File: src/logic/rlm_pkg.sv
// radiation limit monitor: shared constants, field layout, tables
// assumes a 40 MHz system clock and 16-bit samples in 0.1 W/m2
package rlm_pkg;

  // ****************************************
  // timing
  // ****************************************
  localparam int CLK_HZ      = 40_000_000;
  localparam int TICK_S      = 1;
  localparam int TICK_CYCLES = CLK_HZ * TICK_S;
  localparam int CYC_UNIT_S  = 10;

  // ****************************************
  // scaling of levels (all levels in 0.1 W/m2)
  // ****************************************
  localparam int LVL_SCALE     = 10;
  localparam int LVL_BASE_W    = 300;
  localparam int LVL_STEP_W    = 100;
  localparam int LVL_SEL_MAX   = 10;
  localparam int RANGE_TOP_W   = 2000;
  localparam int PCT_FULL      = 100;
  localparam int PCT_STEP_X10  = RANGE_TOP_W * LVL_SCALE / PCT_FULL;

  // ****************************************
  // register map and fields
  // ****************************************
  localparam logic [3:0] A_CTRL  = 4'h0;
  localparam logic [3:0] A_DLY   = 4'h1;
  localparam logic [3:0] A_CYC   = 4'h2;
  localparam logic [3:0] A_STAT  = 4'h3;
  localparam logic [3:0] A_LEVEL = 4'h4;
  localparam int CT_LVL  = 0;
  localparam int CT_HYS  = 4;
  localparam int CT_MODE = 7;
  localparam int CT_EXT  = 11;
  localparam int CT_SOC  = 13;
  localparam int DL_ON   = 0;
  localparam int DL_OFF  = 4;
  localparam logic [13:0] CTRL_RST = 14'h0000;
  localparam logic [7:0]  DLY_RST  = 8'h00;
  localparam logic [6:0]  CYC_RST  = 7'h00;

  // ****************************************
  // types
  // ****************************************
  typedef enum logic [1:0] {
    ACT_NONE = 2'b00,
    ACT_OFF  = 2'b10,
    ACT_ON   = 2'b11
  } rlm_act_t;

  typedef enum logic [1:0] {
    EXT_NONE  = 2'b00,
    EXT_WORD  = 2'b01,
    EXT_PCT   = 2'b10,
    EXT_TEACH = 2'b11
  } rlm_ext_t;

  // ****************************************
  // lookup functions
  // ****************************************
  function automatic logic [15:0] lvl_x10(input logic [3:0] sel);
    int s;
    s = (int'(sel) > LVL_SEL_MAX) ? LVL_SEL_MAX : int'(sel);
    return 16'((LVL_BASE_W + s * LVL_STEP_W) * LVL_SCALE);
  endfunction

  // hysteresis in tenths of a unit: none,0.3,0.5,1,3,5
  function automatic logic [15:0] hys_x10(input logic [2:0] sel);
    unique case (sel)
      3'h0: return 16'h0000;
      3'h1: return 16'h0003;
      3'h2: return 16'h0005;
      3'h3: return 16'h000a;
      3'h4: return 16'h001e;
      default: return 16'h0032;
    endcase
  endfunction

  // delay in seconds: none,1,3,5,10,15,30 s,1,3,5,10,15,30,60 min
  function automatic logic [11:0] dly_sec(input logic [3:0] sel);
    unique case (sel)
      4'h0: return 12'h000;
      4'h1: return 12'h001;
      4'h2: return 12'h003;
      4'h3: return 12'h005;
      4'h4: return 12'h00a;
      4'h5: return 12'h00f;
      4'h6: return 12'h01e;
      4'h7: return 12'h03c;
      4'h8: return 12'h0b4;
      4'h9: return 12'h12c;
      4'ha: return 12'h258;
      4'hb: return 12'h384;
      4'hc: return 12'h708;
      default: return 12'he10;
    endcase
  endfunction

  // mode -> {lower, primary action, secondary action}
  function automatic logic [4:0] mode_dec(input logic [3:0] m);
    unique case (m)
      4'h0: return {1'b0, ACT_ON,   ACT_OFF};
      4'h1: return {1'b0, ACT_OFF,  ACT_ON};
      4'h2: return {1'b1, ACT_ON,   ACT_OFF};
      4'h3: return {1'b1, ACT_OFF,  ACT_ON};
      4'h4: return {1'b0, ACT_ON,   ACT_NONE};
      4'h5: return {1'b0, ACT_OFF,  ACT_NONE};
      4'h6: return {1'b1, ACT_ON,   ACT_NONE};
      4'h7: return {1'b1, ACT_OFF,  ACT_NONE};
      4'h8: return {1'b0, ACT_NONE, ACT_OFF};
      4'h9: return {1'b0, ACT_NONE, ACT_ON};
      4'ha: return {1'b1, ACT_NONE, ACT_OFF};
      4'hb: return {1'b1, ACT_NONE, ACT_ON};
      default: return {1'b0, ACT_ON, ACT_OFF};
    endcase
  endfunction

endpackage

File: src/logic/rlm_monitor.sv
// radiation limit monitor: threshold, hysteresis, delays, send policy
// assumes sample, bus object and register strobes all on mclk
//
// Summary of operation
// - internal level 300 to 1300 in 100 steps
// - hysteresis none, 0.3, 0.5, 1, 3, 5
// - upper mode: exceed sets, below level-hyst resets
// - lower mode: below sets, above level+hyst resets
// - twelve modes, one direction may send nothing
// - external level by word or byte object
// - teach object stores current sample as level
// - download drops external level until fresh value
// - rise to one waits full switch-on delay
// - cyclic sends old zero during on delay
// - fall to zero waits full switch-off delay
// - cyclic sends old one during off delay
// - no-telegram condition also stops cyclic sends
// - send-on-change sends every accepted change
// - cyclic period is setting times ten seconds
// - nonzero setting sends periodically unless no-telegram
// - no change send and zero period: silent
// - output is one-bit limit state object
// - byte level is percent of range top
//
// The address-and-strobe port and the register offsets are this design's own decisions.
`timescale 1ns/10ps
module rlm_monitor
  import rlm_pkg::*;
#(
  parameter int TICKS = TICK_CYCLES
)
(
  // clock and reset
  input  wire logic        mclk,
  input  wire logic        rst_b,
  input  wire logic        clk_en,
  // register port
  input  wire logic [3:0]  reg_addr,
  input  wire logic [15:0] reg_wdata,
  input  wire logic        reg_wr,
  input  wire logic        reg_rd,
  output logic      [15:0] reg_rdata,
  // sensor samples
  input  wire logic [15:0] meas_value,
  input  wire logic        meas_valid,
  // incoming bus objects
  input  wire logic [15:0] ext_word,
  input  wire logic        ext_word_wr,
  input  wire logic [7:0]  ext_pct,
  input  wire logic        ext_pct_wr,
  input  wire logic        teach_wr,
  // limit output object
  output logic             limit_state,
  output logic             limit_send,
  output logic             limit_send_val
);

  // ****************************************
  // configuration registers
  // ****************************************
  logic [13:0] ctrl_reg;
  logic [7:0]  dly_reg;
  logic [6:0]  cyc_reg;
  logic [15:0] rdata_reg;

  wire wr_ctrl = reg_wr && (reg_addr == A_CTRL);
  wire wr_dly  = reg_wr && (reg_addr == A_DLY);
  wire wr_cyc  = reg_wr && (reg_addr == A_CYC);

  // software writes, frozen by clock enable
  always_ff @(posedge mclk or negedge rst_b)
  begin
    if (!rst_b)
    begin
      ctrl_reg <= CTRL_RST;
      dly_reg  <= DLY_RST;
      cyc_reg  <= CYC_RST;
    end
    else if (clk_en)
    begin
      if (wr_ctrl)
        ctrl_reg <= reg_wdata[13:0];
      if (wr_dly)
        dly_reg <= reg_wdata[7:0];
      if (wr_cyc)
        cyc_reg <= reg_wdata[6:0];
    end
  end

  // ****************************************
  // field decode
  // ****************************************
  wire [3:0]  lvl_sel  = ctrl_reg[CT_LVL +: 4];
  wire [2:0]  hys_sel  = ctrl_reg[CT_HYS +: 3];
  wire [3:0]  mode_sel = ctrl_reg[CT_MODE +: 4];
  wire [1:0]  ext_sel  = ctrl_reg[CT_EXT +: 2];
  wire        soc_en   = ctrl_reg[CT_SOC];
  wire [4:0]  mode_w   = mode_dec(mode_sel);
  wire        lower    = mode_w[4];
  wire [1:0]  p_act    = mode_w[3:2];
  wire [1:0]  s_act    = mode_w[1:0];
  wire [15:0] hyst     = hys_x10(hys_sel);
  wire [15:0] lvl_cfg  = lvl_x10(lvl_sel);
  wire        cyc_on   = (cyc_reg != 7'h00);

  // ****************************************
  // sample and external level
  // ****************************************
  logic [15:0] meas_reg;
  logic [15:0] ext_lvl_reg;
  logic        ext_ok_reg;

  // percent of range top, clamped at full scale
  wire [7:0]  pct_c  = (ext_pct > 8'(PCT_FULL)) ? 8'(PCT_FULL) : ext_pct;
  wire [15:0] pct_lv = 16'(32'(pct_c) * PCT_STEP_X10);

  wire take_word  = ext_word_wr && (ext_sel == EXT_WORD);
  wire take_pct   = ext_pct_wr && (ext_sel == EXT_PCT);
  wire take_teach = teach_wr && (ext_sel == EXT_TEACH);
  wire ext_set    = take_word || take_pct || take_teach;

  // external value overrides only once a fresh one arrived
  wire use_ext = (ext_sel != EXT_NONE) && ext_ok_reg;
  wire [15:0] lvl_act = use_ext ? ext_lvl_reg : lvl_cfg;

  // latest sample
  always_ff @(posedge mclk or negedge rst_b)
  begin
    if (!rst_b)
      meas_reg <= 16'h0000;
    else if (clk_en && meas_valid)
      meas_reg <= meas_value;
  end

  // external level store; a fresh value wins over a download
  always_ff @(posedge mclk or negedge rst_b)
  begin
    if (!rst_b)
    begin
      ext_lvl_reg <= 16'h0000;
      ext_ok_reg  <= 1'b0;
    end
    else if (clk_en)
    begin
      if (take_word)
        ext_lvl_reg <= ext_word;
      else if (take_pct)
        ext_lvl_reg <= pct_lv;
      else if (take_teach)
        ext_lvl_reg <= meas_reg;
      if (ext_set)
        ext_ok_reg <= 1'b1;
      else if (wr_ctrl)
        ext_ok_reg <= 1'b0;
    end
  end

  // ****************************************
  // threshold with hysteresis
  // ****************************************
  logic cond_reg;

  wire [16:0] m17    = {1'b0, meas_value};
  wire [16:0] lv17   = {1'b0, lvl_act};
  wire [16:0] h17    = {1'b0, hyst};
  wire up_set  = m17 > lv17;
  wire up_clr  = (m17 + h17) < lv17;
  wire lo_set  = m17 < lv17;
  wire lo_clr  = m17 > (lv17 + h17);
  wire c_set   = lower ? lo_set : up_set;
  wire c_clr   = lower ? lo_clr : up_clr;

  // primary condition: exceeded (upper) or undershot (lower)
  always_ff @(posedge mclk or negedge rst_b)
  begin
    if (!rst_b)
      cond_reg <= 1'b0;
    else if (clk_en && meas_valid)
    begin
      if (c_set)
        cond_reg <= 1'b1;
      else if (c_clr)
        cond_reg <= 1'b0;
    end
  end

  // ****************************************
  // action and delay
  // ****************************************
  logic obj_reg;

  wire [1:0]  act_now = cond_reg ? p_act : s_act;
  wire        act_snd = (act_now != ACT_NONE);
  wire        tgt     = (act_now == ACT_ON);
  wire        pend    = act_snd && (tgt != obj_reg);
  wire [3:0]  d_sel   = tgt ? dly_reg[DL_ON +: 4] : dly_reg[DL_OFF +: 4];
  wire [11:0] d_secs  = dly_sec(d_sel);
  wire        d_zero  = (d_secs == 12'h000);
  wire        d_busy;
  wire        d_done;
  wire        d_start = pend && !d_zero && !d_busy && !d_done;
  wire        d_stop  = !pend;
  wire        accept  = pend && (d_zero || d_done);

  // delay timer; withdrawn change cancels it
  rlm_sec_timer #(
    .TICKS (TICKS)
  ) u_dly (
    .mclk   (mclk),
    .rst_b  (rst_b),
    .clk_en (clk_en),
    .start  (d_start),
    .stop   (d_stop),
    .secs   (d_secs),
    .busy   (d_busy),
    .done   (d_done)
  );

  // accepted limit state, zero after reset
  always_ff @(posedge mclk or negedge rst_b)
  begin
    if (!rst_b)
      obj_reg <= 1'b0;
    else if (clk_en && accept)
      obj_reg <= tgt;
  end

  // ****************************************
  // send policy
  // ****************************************
  logic        send_reg;
  logic        sval_reg;
  wire         c_busy;
  wire         c_done;
  wire [11:0]  c_secs  = 12'(32'(cyc_reg) * CYC_UNIT_S);
  wire         c_start = cyc_on && !c_busy;
  wire         c_stop  = !cyc_on;
  wire         chg_snd = soc_en && accept;
  wire         cyc_snd = c_done && cyc_on && act_snd;

  // free-running repeat timer
  rlm_sec_timer #(
    .TICKS (TICKS)
  ) u_cyc (
    .mclk   (mclk),
    .rst_b  (rst_b),
    .clk_en (clk_en),
    .start  (c_start),
    .stop   (c_stop),
    .secs   (c_secs),
    .busy   (c_busy),
    .done   (c_done)
  );

  // one send pulse; cyclic carries the held state
  always_ff @(posedge mclk or negedge rst_b)
  begin
    if (!rst_b)
    begin
      send_reg <= 1'b0;
      sval_reg <= 1'b0;
    end
    else if (clk_en)
    begin
      send_reg <= chg_snd || cyc_snd;
      sval_reg <= accept ? tgt : obj_reg;
    end
  end

  assign limit_state    = obj_reg;
  assign limit_send     = send_reg;
  assign limit_send_val = sval_reg;

  // ****************************************
  // register read
  // ****************************************
  wire [15:0] stat_w = {11'h000, c_busy, d_busy, ext_ok_reg,
                        cond_reg, obj_reg};
  wire [15:0] rd_mux =
    (reg_addr == A_CTRL)  ? {2'b00, ctrl_reg} :
    (reg_addr == A_DLY)   ? {8'h00, dly_reg} :
    (reg_addr == A_CYC)   ? {9'h000, cyc_reg} :
    (reg_addr == A_STAT)  ? stat_w :
    (reg_addr == A_LEVEL) ? lvl_act : 16'h0000;

  // read data valid the cycle after the strobe only
  always_ff @(posedge mclk or negedge rst_b)
  begin
    if (!rst_b)
      rdata_reg <= 16'h0000;
    else if (clk_en)
      rdata_reg <= reg_rd ? rd_mux : 16'h0000;
  end

  assign reg_rdata = rdata_reg;

  // ****************************************
  // checks
  // ****************************************
  chk_upper_set: assert property (
    @(posedge mclk) disable iff (!rst_b)
    (clk_en && meas_valid && !lower && up_set) |=> cond_reg)
    else $error("upper crossing not latched");

  chk_lower_set: assert property (
    @(posedge mclk) disable iff (!rst_b)
    (clk_en && meas_valid && lower && lo_set) |=> cond_reg)
    else $error("lower crossing not latched");

  chk_rise_delay: assert property (
    @(posedge mclk) disable iff (!rst_b)
    ($rose(obj_reg) && ($past(d_secs) != 12'h000)) |-> $past(d_done))
    else $error("output rose before switch-on delay");

  chk_fall_delay: assert property (
    @(posedge mclk) disable iff (!rst_b)
    ($fell(obj_reg) && ($past(d_secs) != 12'h000)) |-> $past(d_done))
    else $error("output fell before switch-off delay");

  chk_held_value: assert property (
    @(posedge mclk) disable iff (!rst_b)
    (send_reg && !$past(accept)) |-> (sval_reg == obj_reg))
    else $error("cyclic send not carrying held state");

  chk_no_tele: assert property (
    @(posedge mclk) disable iff (!rst_b)
    (clk_en && !act_snd) |=> !send_reg)
    else $error("send during no-telegram condition");

  chk_change_send: assert property (
    @(posedge mclk) disable iff (!rst_b)
    (clk_en && soc_en && accept) |=> (send_reg && sval_reg == obj_reg))
    else $error("accepted change not sent");

  chk_silent_cfg: assert property (
    @(posedge mclk) disable iff (!rst_b)
    (clk_en && !soc_en && !cyc_on) |=> !send_reg)
    else $error("send while all sending disabled");

  chk_teach_store: assert property (
    @(posedge mclk) disable iff (!rst_b)
    (clk_en && take_teach) |=>
      (ext_ok_reg && ext_lvl_reg == $past(meas_reg)))
    else $error("teach did not store sample");

  chk_download_drop: assert property (
    @(posedge mclk) disable iff (!rst_b)
    (clk_en && wr_ctrl && !ext_set) |=> !ext_ok_reg)
    else $error("external level kept after download");

endmodule

File: src/logic/rlm_sec_timer.sv
// radiation limit monitor: seconds timer with its own prescaler
// assumes start and stop from logic on mclk
`timescale 1ns/10ps
module rlm_sec_timer
  import rlm_pkg::*;
#(
  parameter int TICKS = TICK_CYCLES
)
(
  // clock and reset
  input  wire logic        mclk,
  input  wire logic        rst_b,
  input  wire logic        clk_en,
  // control
  input  wire logic        start,
  input  wire logic        stop,
  input  wire logic [11:0] secs,
  // status
  output logic             busy,
  output logic             done
);

  logic [25:0] pre_reg;
  logic [11:0] sec_reg;
  logic        busy_reg;
  logic        done_reg;
  wire         sec_end = (pre_reg == 26'(TICKS - 1));
  wire         last    = sec_end && (sec_reg == 12'h001);

  // prescaler restarts on start so a full delay always elapses
  always_ff @(posedge mclk or negedge rst_b)
  begin
    if (!rst_b)
    begin
      pre_reg  <= 26'h0000000;
      sec_reg  <= 12'h000;
      busy_reg <= 1'b0;
      done_reg <= 1'b0;
    end
    else if (clk_en)
    begin
      done_reg <= busy_reg && !stop && !start && last;
      if (stop)
      begin
        busy_reg <= 1'b0;
      end
      else if (start)
      begin
        pre_reg  <= 26'h0000000;
        sec_reg  <= secs;
        busy_reg <= (secs != 12'h000);
      end
      else if (busy_reg)
      begin
        pre_reg <= sec_end ? 26'h0000000 : pre_reg + 26'h0000001;
        if (sec_end)
        begin
          sec_reg <= sec_reg - 12'h001;
        end
        if (last)
        begin
          busy_reg <= 1'b0;
        end
      end
    end
  end

  assign busy = busy_reg;
  assign done = done_reg;

endmodule

File: config.mk
export PLATFORM = sky130hd
export DESIGN_NAME = rlm_monitor
export DESIGN_NICKNAME = d
export VERILOG_FILES = /design/src/logic/rlm_pkg.sv /design/src/logic/rlm_monitor.sv /design/src/logic/rlm_sec_timer.sv
export SDC_FILE = /design/constraint.sdc
export NUM_CORES = 1
export LEC_CHECK = 0
export BUFFER_PORTS_ARGS = -buffer_cell sky130_fd_sc_hd__buf_2
export CORE_UTILIZATION = 40
export CTS_CLUSTER_SIZE = 40
export DETAILED_ROUTE_END_ITERATION = 8
export PLACE_DENSITY = 0.61
export SLEW_MARGIN = 20
export SYNTH_ARGS = -nofsm -noshare
export SYNTH_HDL_FRONTEND = slang
export SYNTH_HIERARCHICAL = 1
export SYNTH_SLANG_ARGS = --single-unit
File: constraint.sdc
create_clock -name mclk -period 12.75 [get_ports mclk]
set_input_delay 0.6375 -clock mclk [delete_from_list [all_inputs] [get_ports mclk]]
set_output_delay 0.6375 -clock mclk [all_outputs]
set_load 0.1 [all_outputs]
# Word-level counts from Yosys, hierarchy flattened
# Memories as Yosys holds them, arrays and structs flattened.
# Index checks and enable logic that the tools add are counted.
# op_classes
n_addsub	7
multipliers	4
magnitude_cmp	6
eq_ne	17
mux	42
n_reduce_logical	61
# op_table
cell	n
$mux W16	10
$mux W26	6
$mux W12	6
$add A26 B1 Y26 const B	2
$eq A26 B26 Y1 const B	2
$add A16 B16 Y17	2
$pmux W6 S5	1
$logic_and A1 B1 Y1	26
$eq A12 B1 Y1 const B	2
$reduce_bool A12 Y1	2
$sub A12 B1 Y12 const B	2
$gt A16 B17 Y1	1
$lt A17 B16 Y1	1
$gt A16 B16 Y1	1
$lt A16 B16 Y1	1
$reduce_bool A2 Y1	8
$mul A12 B3 Y15 const B	1
$mux W1	15
$mul A8 B5 Y13 const B	1
$add A9 B11 Y12 const A	1
$logic_not A12 Y1	1
$reduce_and A2 Y1	6
$mul A7 B3 Y10 const B	1
$mul A4 B5 Y9 const B	1
22 further kinds	37
# word_totals
regBits	162
romBits	272
in_bits	69
output_inout_bits	19
wordCells	158
memories	2
# memory_table
memory	words	word_bits	read_ports	rd_ports_with_merged_regs	write_ports	line	source
(no name shown)	16	12	1	0	0	rlm_pkg.sv:82	unique case (sel)
(no name shown)	16	5	1	0	0	rlm_pkg.sv:102	unique case (m)

# Logic depth before layout (Yosys ltp)
# An unclocked memory read counts as a cell.
# logic_depth
word_depth	13
mapped_depth	28
mapped_depth_nobuf	28

# By module
# The synthesis kept the hierarchy.
# by_module_without_submodules
module	instances	cells_per_inst	area_each_um2	seq_area_each_um2
rlm_monitor	1	896	7983.9	2052.0
rlm_sec_timer	2	263	2392.3	1001.0

# Least setup slack after synthesis
# OpenSTA, ideal clock, no wires.
# synth_timing
path_kind	register to register
from	reg ctrl_reg[3]
to	reg cond_reg
setup_time_ns	0.122
arrival_time_ns	5.605
t_required_ns	12.628
setup_slack_ns	7.023
path_stages_with_launch	26
n_path_buf	1
period_less_slack_ns	5.727
path_cell_list	dfrtp_1 buf_2 a21oi_1 inv_1 ha_1 ha_1 inv_1 fa_1 nor2b_1 o21ai_0 xnor2_1 ha_1 ha_1 a31o_4 a41oi_1 o21ai_0 xor2_1 mux2i_2 ha_1 nand3_1 a21oi_1 or3_1 maj3_2 a31oi_1 mux2i_1 a32o_1
# synth_between
elab_chain_cells	11
elab_cells_between_ends	16
classes_between	2 x add/sub; 2 x mul; 5 x order compare; 5 x mux; 2 x reduce/logical
# synth_rtl
item	line	source
from (decl)	rlm_monitor.sv:61	logic [13:0] ctrl_reg;
from (signal assigned)	rlm_monitor.sv:82	ctrl_reg <= reg_wdata[13:0];
$gt A4 B4 Y1	rlm_pkg.sv:64	s = (int'(sel) > LVL_SEL_MAX) ? LVL_SEL_MAX : int'(sel);
$mux W4 (*)	rlm_pkg.sv:64	
$mul A4 B5 Y9 (*)	rlm_pkg.sv:65	return 16'((LVL_BASE_W + s * LVL_STEP_W) * LVL_SCALE);
$add A9 B11 Y12 (*)	rlm_pkg.sv:65	
$mul A12 B3 Y15 (*)	rlm_pkg.sv:65	
$mux W16 (*)	rlm_monitor.sv:124	wire [15:0] lvl_act = use_ext ? ext_lvl_reg : lvl_cfg;
$add A16 B16 Y17	rlm_monitor.sv:169	wire lo_clr = m17 > (lv17 + h17);
$gt A16 B17 Y1	rlm_monitor.sv:169	
$mux W1	rlm_monitor.sv:171	wire c_clr = lower ? lo_clr : up_clr;
$reduce_bool A2 Y1 (no line)	--	
$reduce_and A2 Y1 (no line)	--	
to (signal assigned)	rlm_monitor.sv:177	cond_reg <= 1'b0;
to (signal assigned)	rlm_monitor.sv:181	cond_reg <= 1'b1;
to (signal assigned)	rlm_monitor.sv:183	cond_reg <= 1'b0;
to (decl)	rlm_monitor.sv:161	logic cond_reg;
# Every way passes the cells marked *; elsewhere a longest branch is shown, timed or not.
# A chain may end at the register's enable or synchronous reset.

# Worst setup path after layout
# Same ends and word-level chain as after synthesis.

==> metrics.txt <==
post-synth cell types 91; Post-Synth XOR/XNOR Area 5.83%; Nets 1695; CP max-delay cell dfrtp_1; internal power of the cells 1.57 mW; Final Setup Violations 0; WL per Instance 17.9 um; Area Overhead vs Synth 10.5%; fin area 14100 sq um; CP max FO 15; critical path depth 25; Ports 88; internal reg-to-reg setup slack 5770 ps; Worst setup EP type register; Worst EP required 13130 ps; max-slew violation count 0; multiplexer share of the synthesized area 5.42%; syn avg cell area 8.98 sq um; Least-Margin Pin Slew 1030 ps; Hold Buf Count CTS 0; die area 32600 sq um; PortBufs 85; Period minus WS final 6980 ps; final worst clock skew 12.2 ps; Synth Area in Adders 14.2%; starting density of the core 40.6%; Compound-Gate Fraction of Synth Area 17.4%; Clock transition at path regs 70 ps; Fmax 143 MHz; largest family of logic cells by synthesized area simple AND/OR/NAND/NOR gates; RD Place Congestion 0.890; Final Hold Viols 0; number of max-cap violations 0; setup bufs post-CTS 0; largest net degree at the start of global routing 105; chip height 181 um; Root Driver clkbuf_16; detailed router's first-iteration violation count 857; Resized cells post-CTS 0; CP Class reg -> reg; initial antenna violation count 1; Setup crit start kind register; Mapped Cells 1422; H-tree Lvls 4; mapped cell area 12800 sq um; NetSw 1.37 mW; vias in the first global route 10400; simple logic cell fraction of the synthesized area 20.6%; WP buf/inv 2; Die Wd 181 um; GRT Total Usage 21.5%; global-route wire length before repair 56.1 mm; register area share after synthesis 31.7%; Setup TNS 0 ps; Top cell by count, worst path ha_1; status complete, no violations; DP Area 13500 sq um; Post-route DRC 0; Worst VDD drop 0.000121 V; worst hold slack 92.0 ps; switching part of the total 46.6%; Worst R2R Path Depth 25; RSZ-0062 raised after global routing no; Routed WL 34.0 mm; synthesized flop and latch total 162; core area 31500 sq um; share of power burned in registers 25.4%; min-delay worst type in -> async; commonest non-fill, non-tap cell in the layout dfrtp_1; Comb power frac 56.6%; gr ovfl total 0; layout cells sized above 1 14.5%; clk buf depth 2; Arrival @ worst endpoint 7360 ps; clock share of power 18.0%; non-filler instance count after layout 1903; TritonCTS Buffers 17; Cell Rows 65; CP delay by family, top adder cells; Fill cells 3102; crit-path max cell delay 700 ps; post-DP HPWL 25.8 mm; worst-skew pair later-pin latency 450 ps; Synth warnings 6; TritonCTS clock tree done; P_leak 6.39 nW; dpl cells 1869; crit share post-route 54.7%; clock sinks 162; commonest non-fill, non-tap cells in the layout dfrtp_1, nor2_1, ha_1, nand2_1, buf_2; ys flop type dfrtp_1; Routed Antenna Nets 0; DR vias/cell 5.67; Pwr per Cell Area 208 nW/um^2; Post-synth EDFFs 0; asr flop ratio synth 100%; Slew headroom 31.3%; Core Util, Final 44.8%; drt pass-1 iters 6; vias 10800
-- cells by family after synthesis --
family / count (synthesis)
AOI/OAI and AO/OA: 326
xor gates and xnor gates: 85
adders and majority gates: 140
buffers and inverters: 134
DFF: 162
muxes: 63
other: 2
and+or+nand+nor: 510
-- final timing paths --
check,endpoint,startpoint
hold reg to reg,ext_lvl_reg[0],ext_lvl_reg[0]
hold / removal,u_cyc/pre_reg[17],rst_b
max in group asynchronous,u_dly/sec_reg[3],rst_b
setup / recovery,cond_reg,ctrl_reg[3]
setup reg to reg,cond_reg,ctrl_reg[3]
min in group mclk,ctrl_reg[8],reg_wdata[8]
-- synthesized netlist by cell type (all sizes together), types with 10 or more instances --
| cell type | instances | share of area (%) |
|---|---|---|
| nor2b | 24 | 1.2 |
| nor4 | 24 | 1.4 |
| nand2 | 121 | 3.6 |
| nor3 | 38 | 1.8 |
| o21ai | 85 | 3.4 |
| buf | 23 | 1.5 |
| a21o | 16 | 0.94 |
| nand4 | 36 | 1.8 |
| dfrtp | 162 | 32 |
| inv | 78 | 2.3 |
| clkbuf | 31 | 0.91 |
| o21a | 17 | 1.1 |
| a211oi | 14 | 0.98 |
| mux2i | 20 | 1.6 |
| nand2b | 11 | 0.54 |
| and3 | 18 | 0.88 |
| o22ai | 10 | 0.49 |
| xor2 | 44 | 3.0 |
| nor2 | 138 | 4.1 |
| or4 | 13 | 0.90 |
| ha | 131 | 13 |
| o211ai | 14 | 0.82 |
| nand3 | 33 | 1.3 |
| xnor2 | 41 | 2.8 |
| mux2 | 43 | 3.8 |
| or3 | 12 | 0.67 |
| a21oi | 76 | 3.0 |
-- area by class of cell --
cell class | instances | area, sq um | area share [%]
inverters | 80 | 300 | 2.13
multi-input cells | 1131 | 8140 | 57.7
clock buffers | 21 | 460 | 3.26
repair buffers | 95 | 527 | 3.73
diodes | 1 | 2.50 | 0.0177
flip-flops and latches | 162 | 4050 | 28.7
well taps | 402 | 503 | 3.57
clock inverters | 11 | 126 | 0.896
-- worst register-to-register path, cell delays in order, from the launching register on --
cell,delay (ps)
dfrtp_1,700
o21ai_1,300
nand2_1,220
inv_1,140
ha_1,360
ha_1,210
inv_1,100
fa_1,460
nor2b_1,200
o21ai_0,140
xnor2_1,250
ha_1,290
ha_1,340
a31o_4,280
a41oi_1,260
o21ai_0,180
xor2_1,200
mux2i_2,420
ha_1,340
nand3_1,130
a2111oi_0,90
or3_1,340
maj3_2,300
a31oi_1,210
mux2i_1,290
a32o_1,170
-- per-stage QoR --
| stage | total power, mW | worst slack, ps |
|---|---|---|
| final | 2.94 | 5770 |
| after global routing | 3.19 | 5310 |
| after CTS | 2.94 | 5850 |
| after detailed placement | 2.39 | 5910 |
| after global placement | 2.35 | 6030 |
| after floorplan | 1.99 | 7020 |
-- power by group through the flow --
stage                     combinational [mW]  sequential [mW]  clock (mW)
final                                   1.66            0.745       0.529
after global routing                    1.87            0.762       0.563
after CTS                               1.65            0.743       0.540
after detailed placement                1.64            0.751           0
after global placement                  1.60            0.748           0
after floorplan                         1.26            0.727           0
-- per-layer routing --
metal | global-route usage, % | part of all wire [%] | up-vias | wire [um]
met5 | 0 | 0 | - | 0
met4 | 5.61 | 1.3 | 0 | 456
met3 | 2.97 | 3.9 | 31 | 1340
met2 | 34.1 | 46 | 237 | 15600
met1 | 30.5 | 49 | 5223 | 16600
li1 | - | - | 5303 | -
Note: power is estimated with default switching activity, not from simulation.
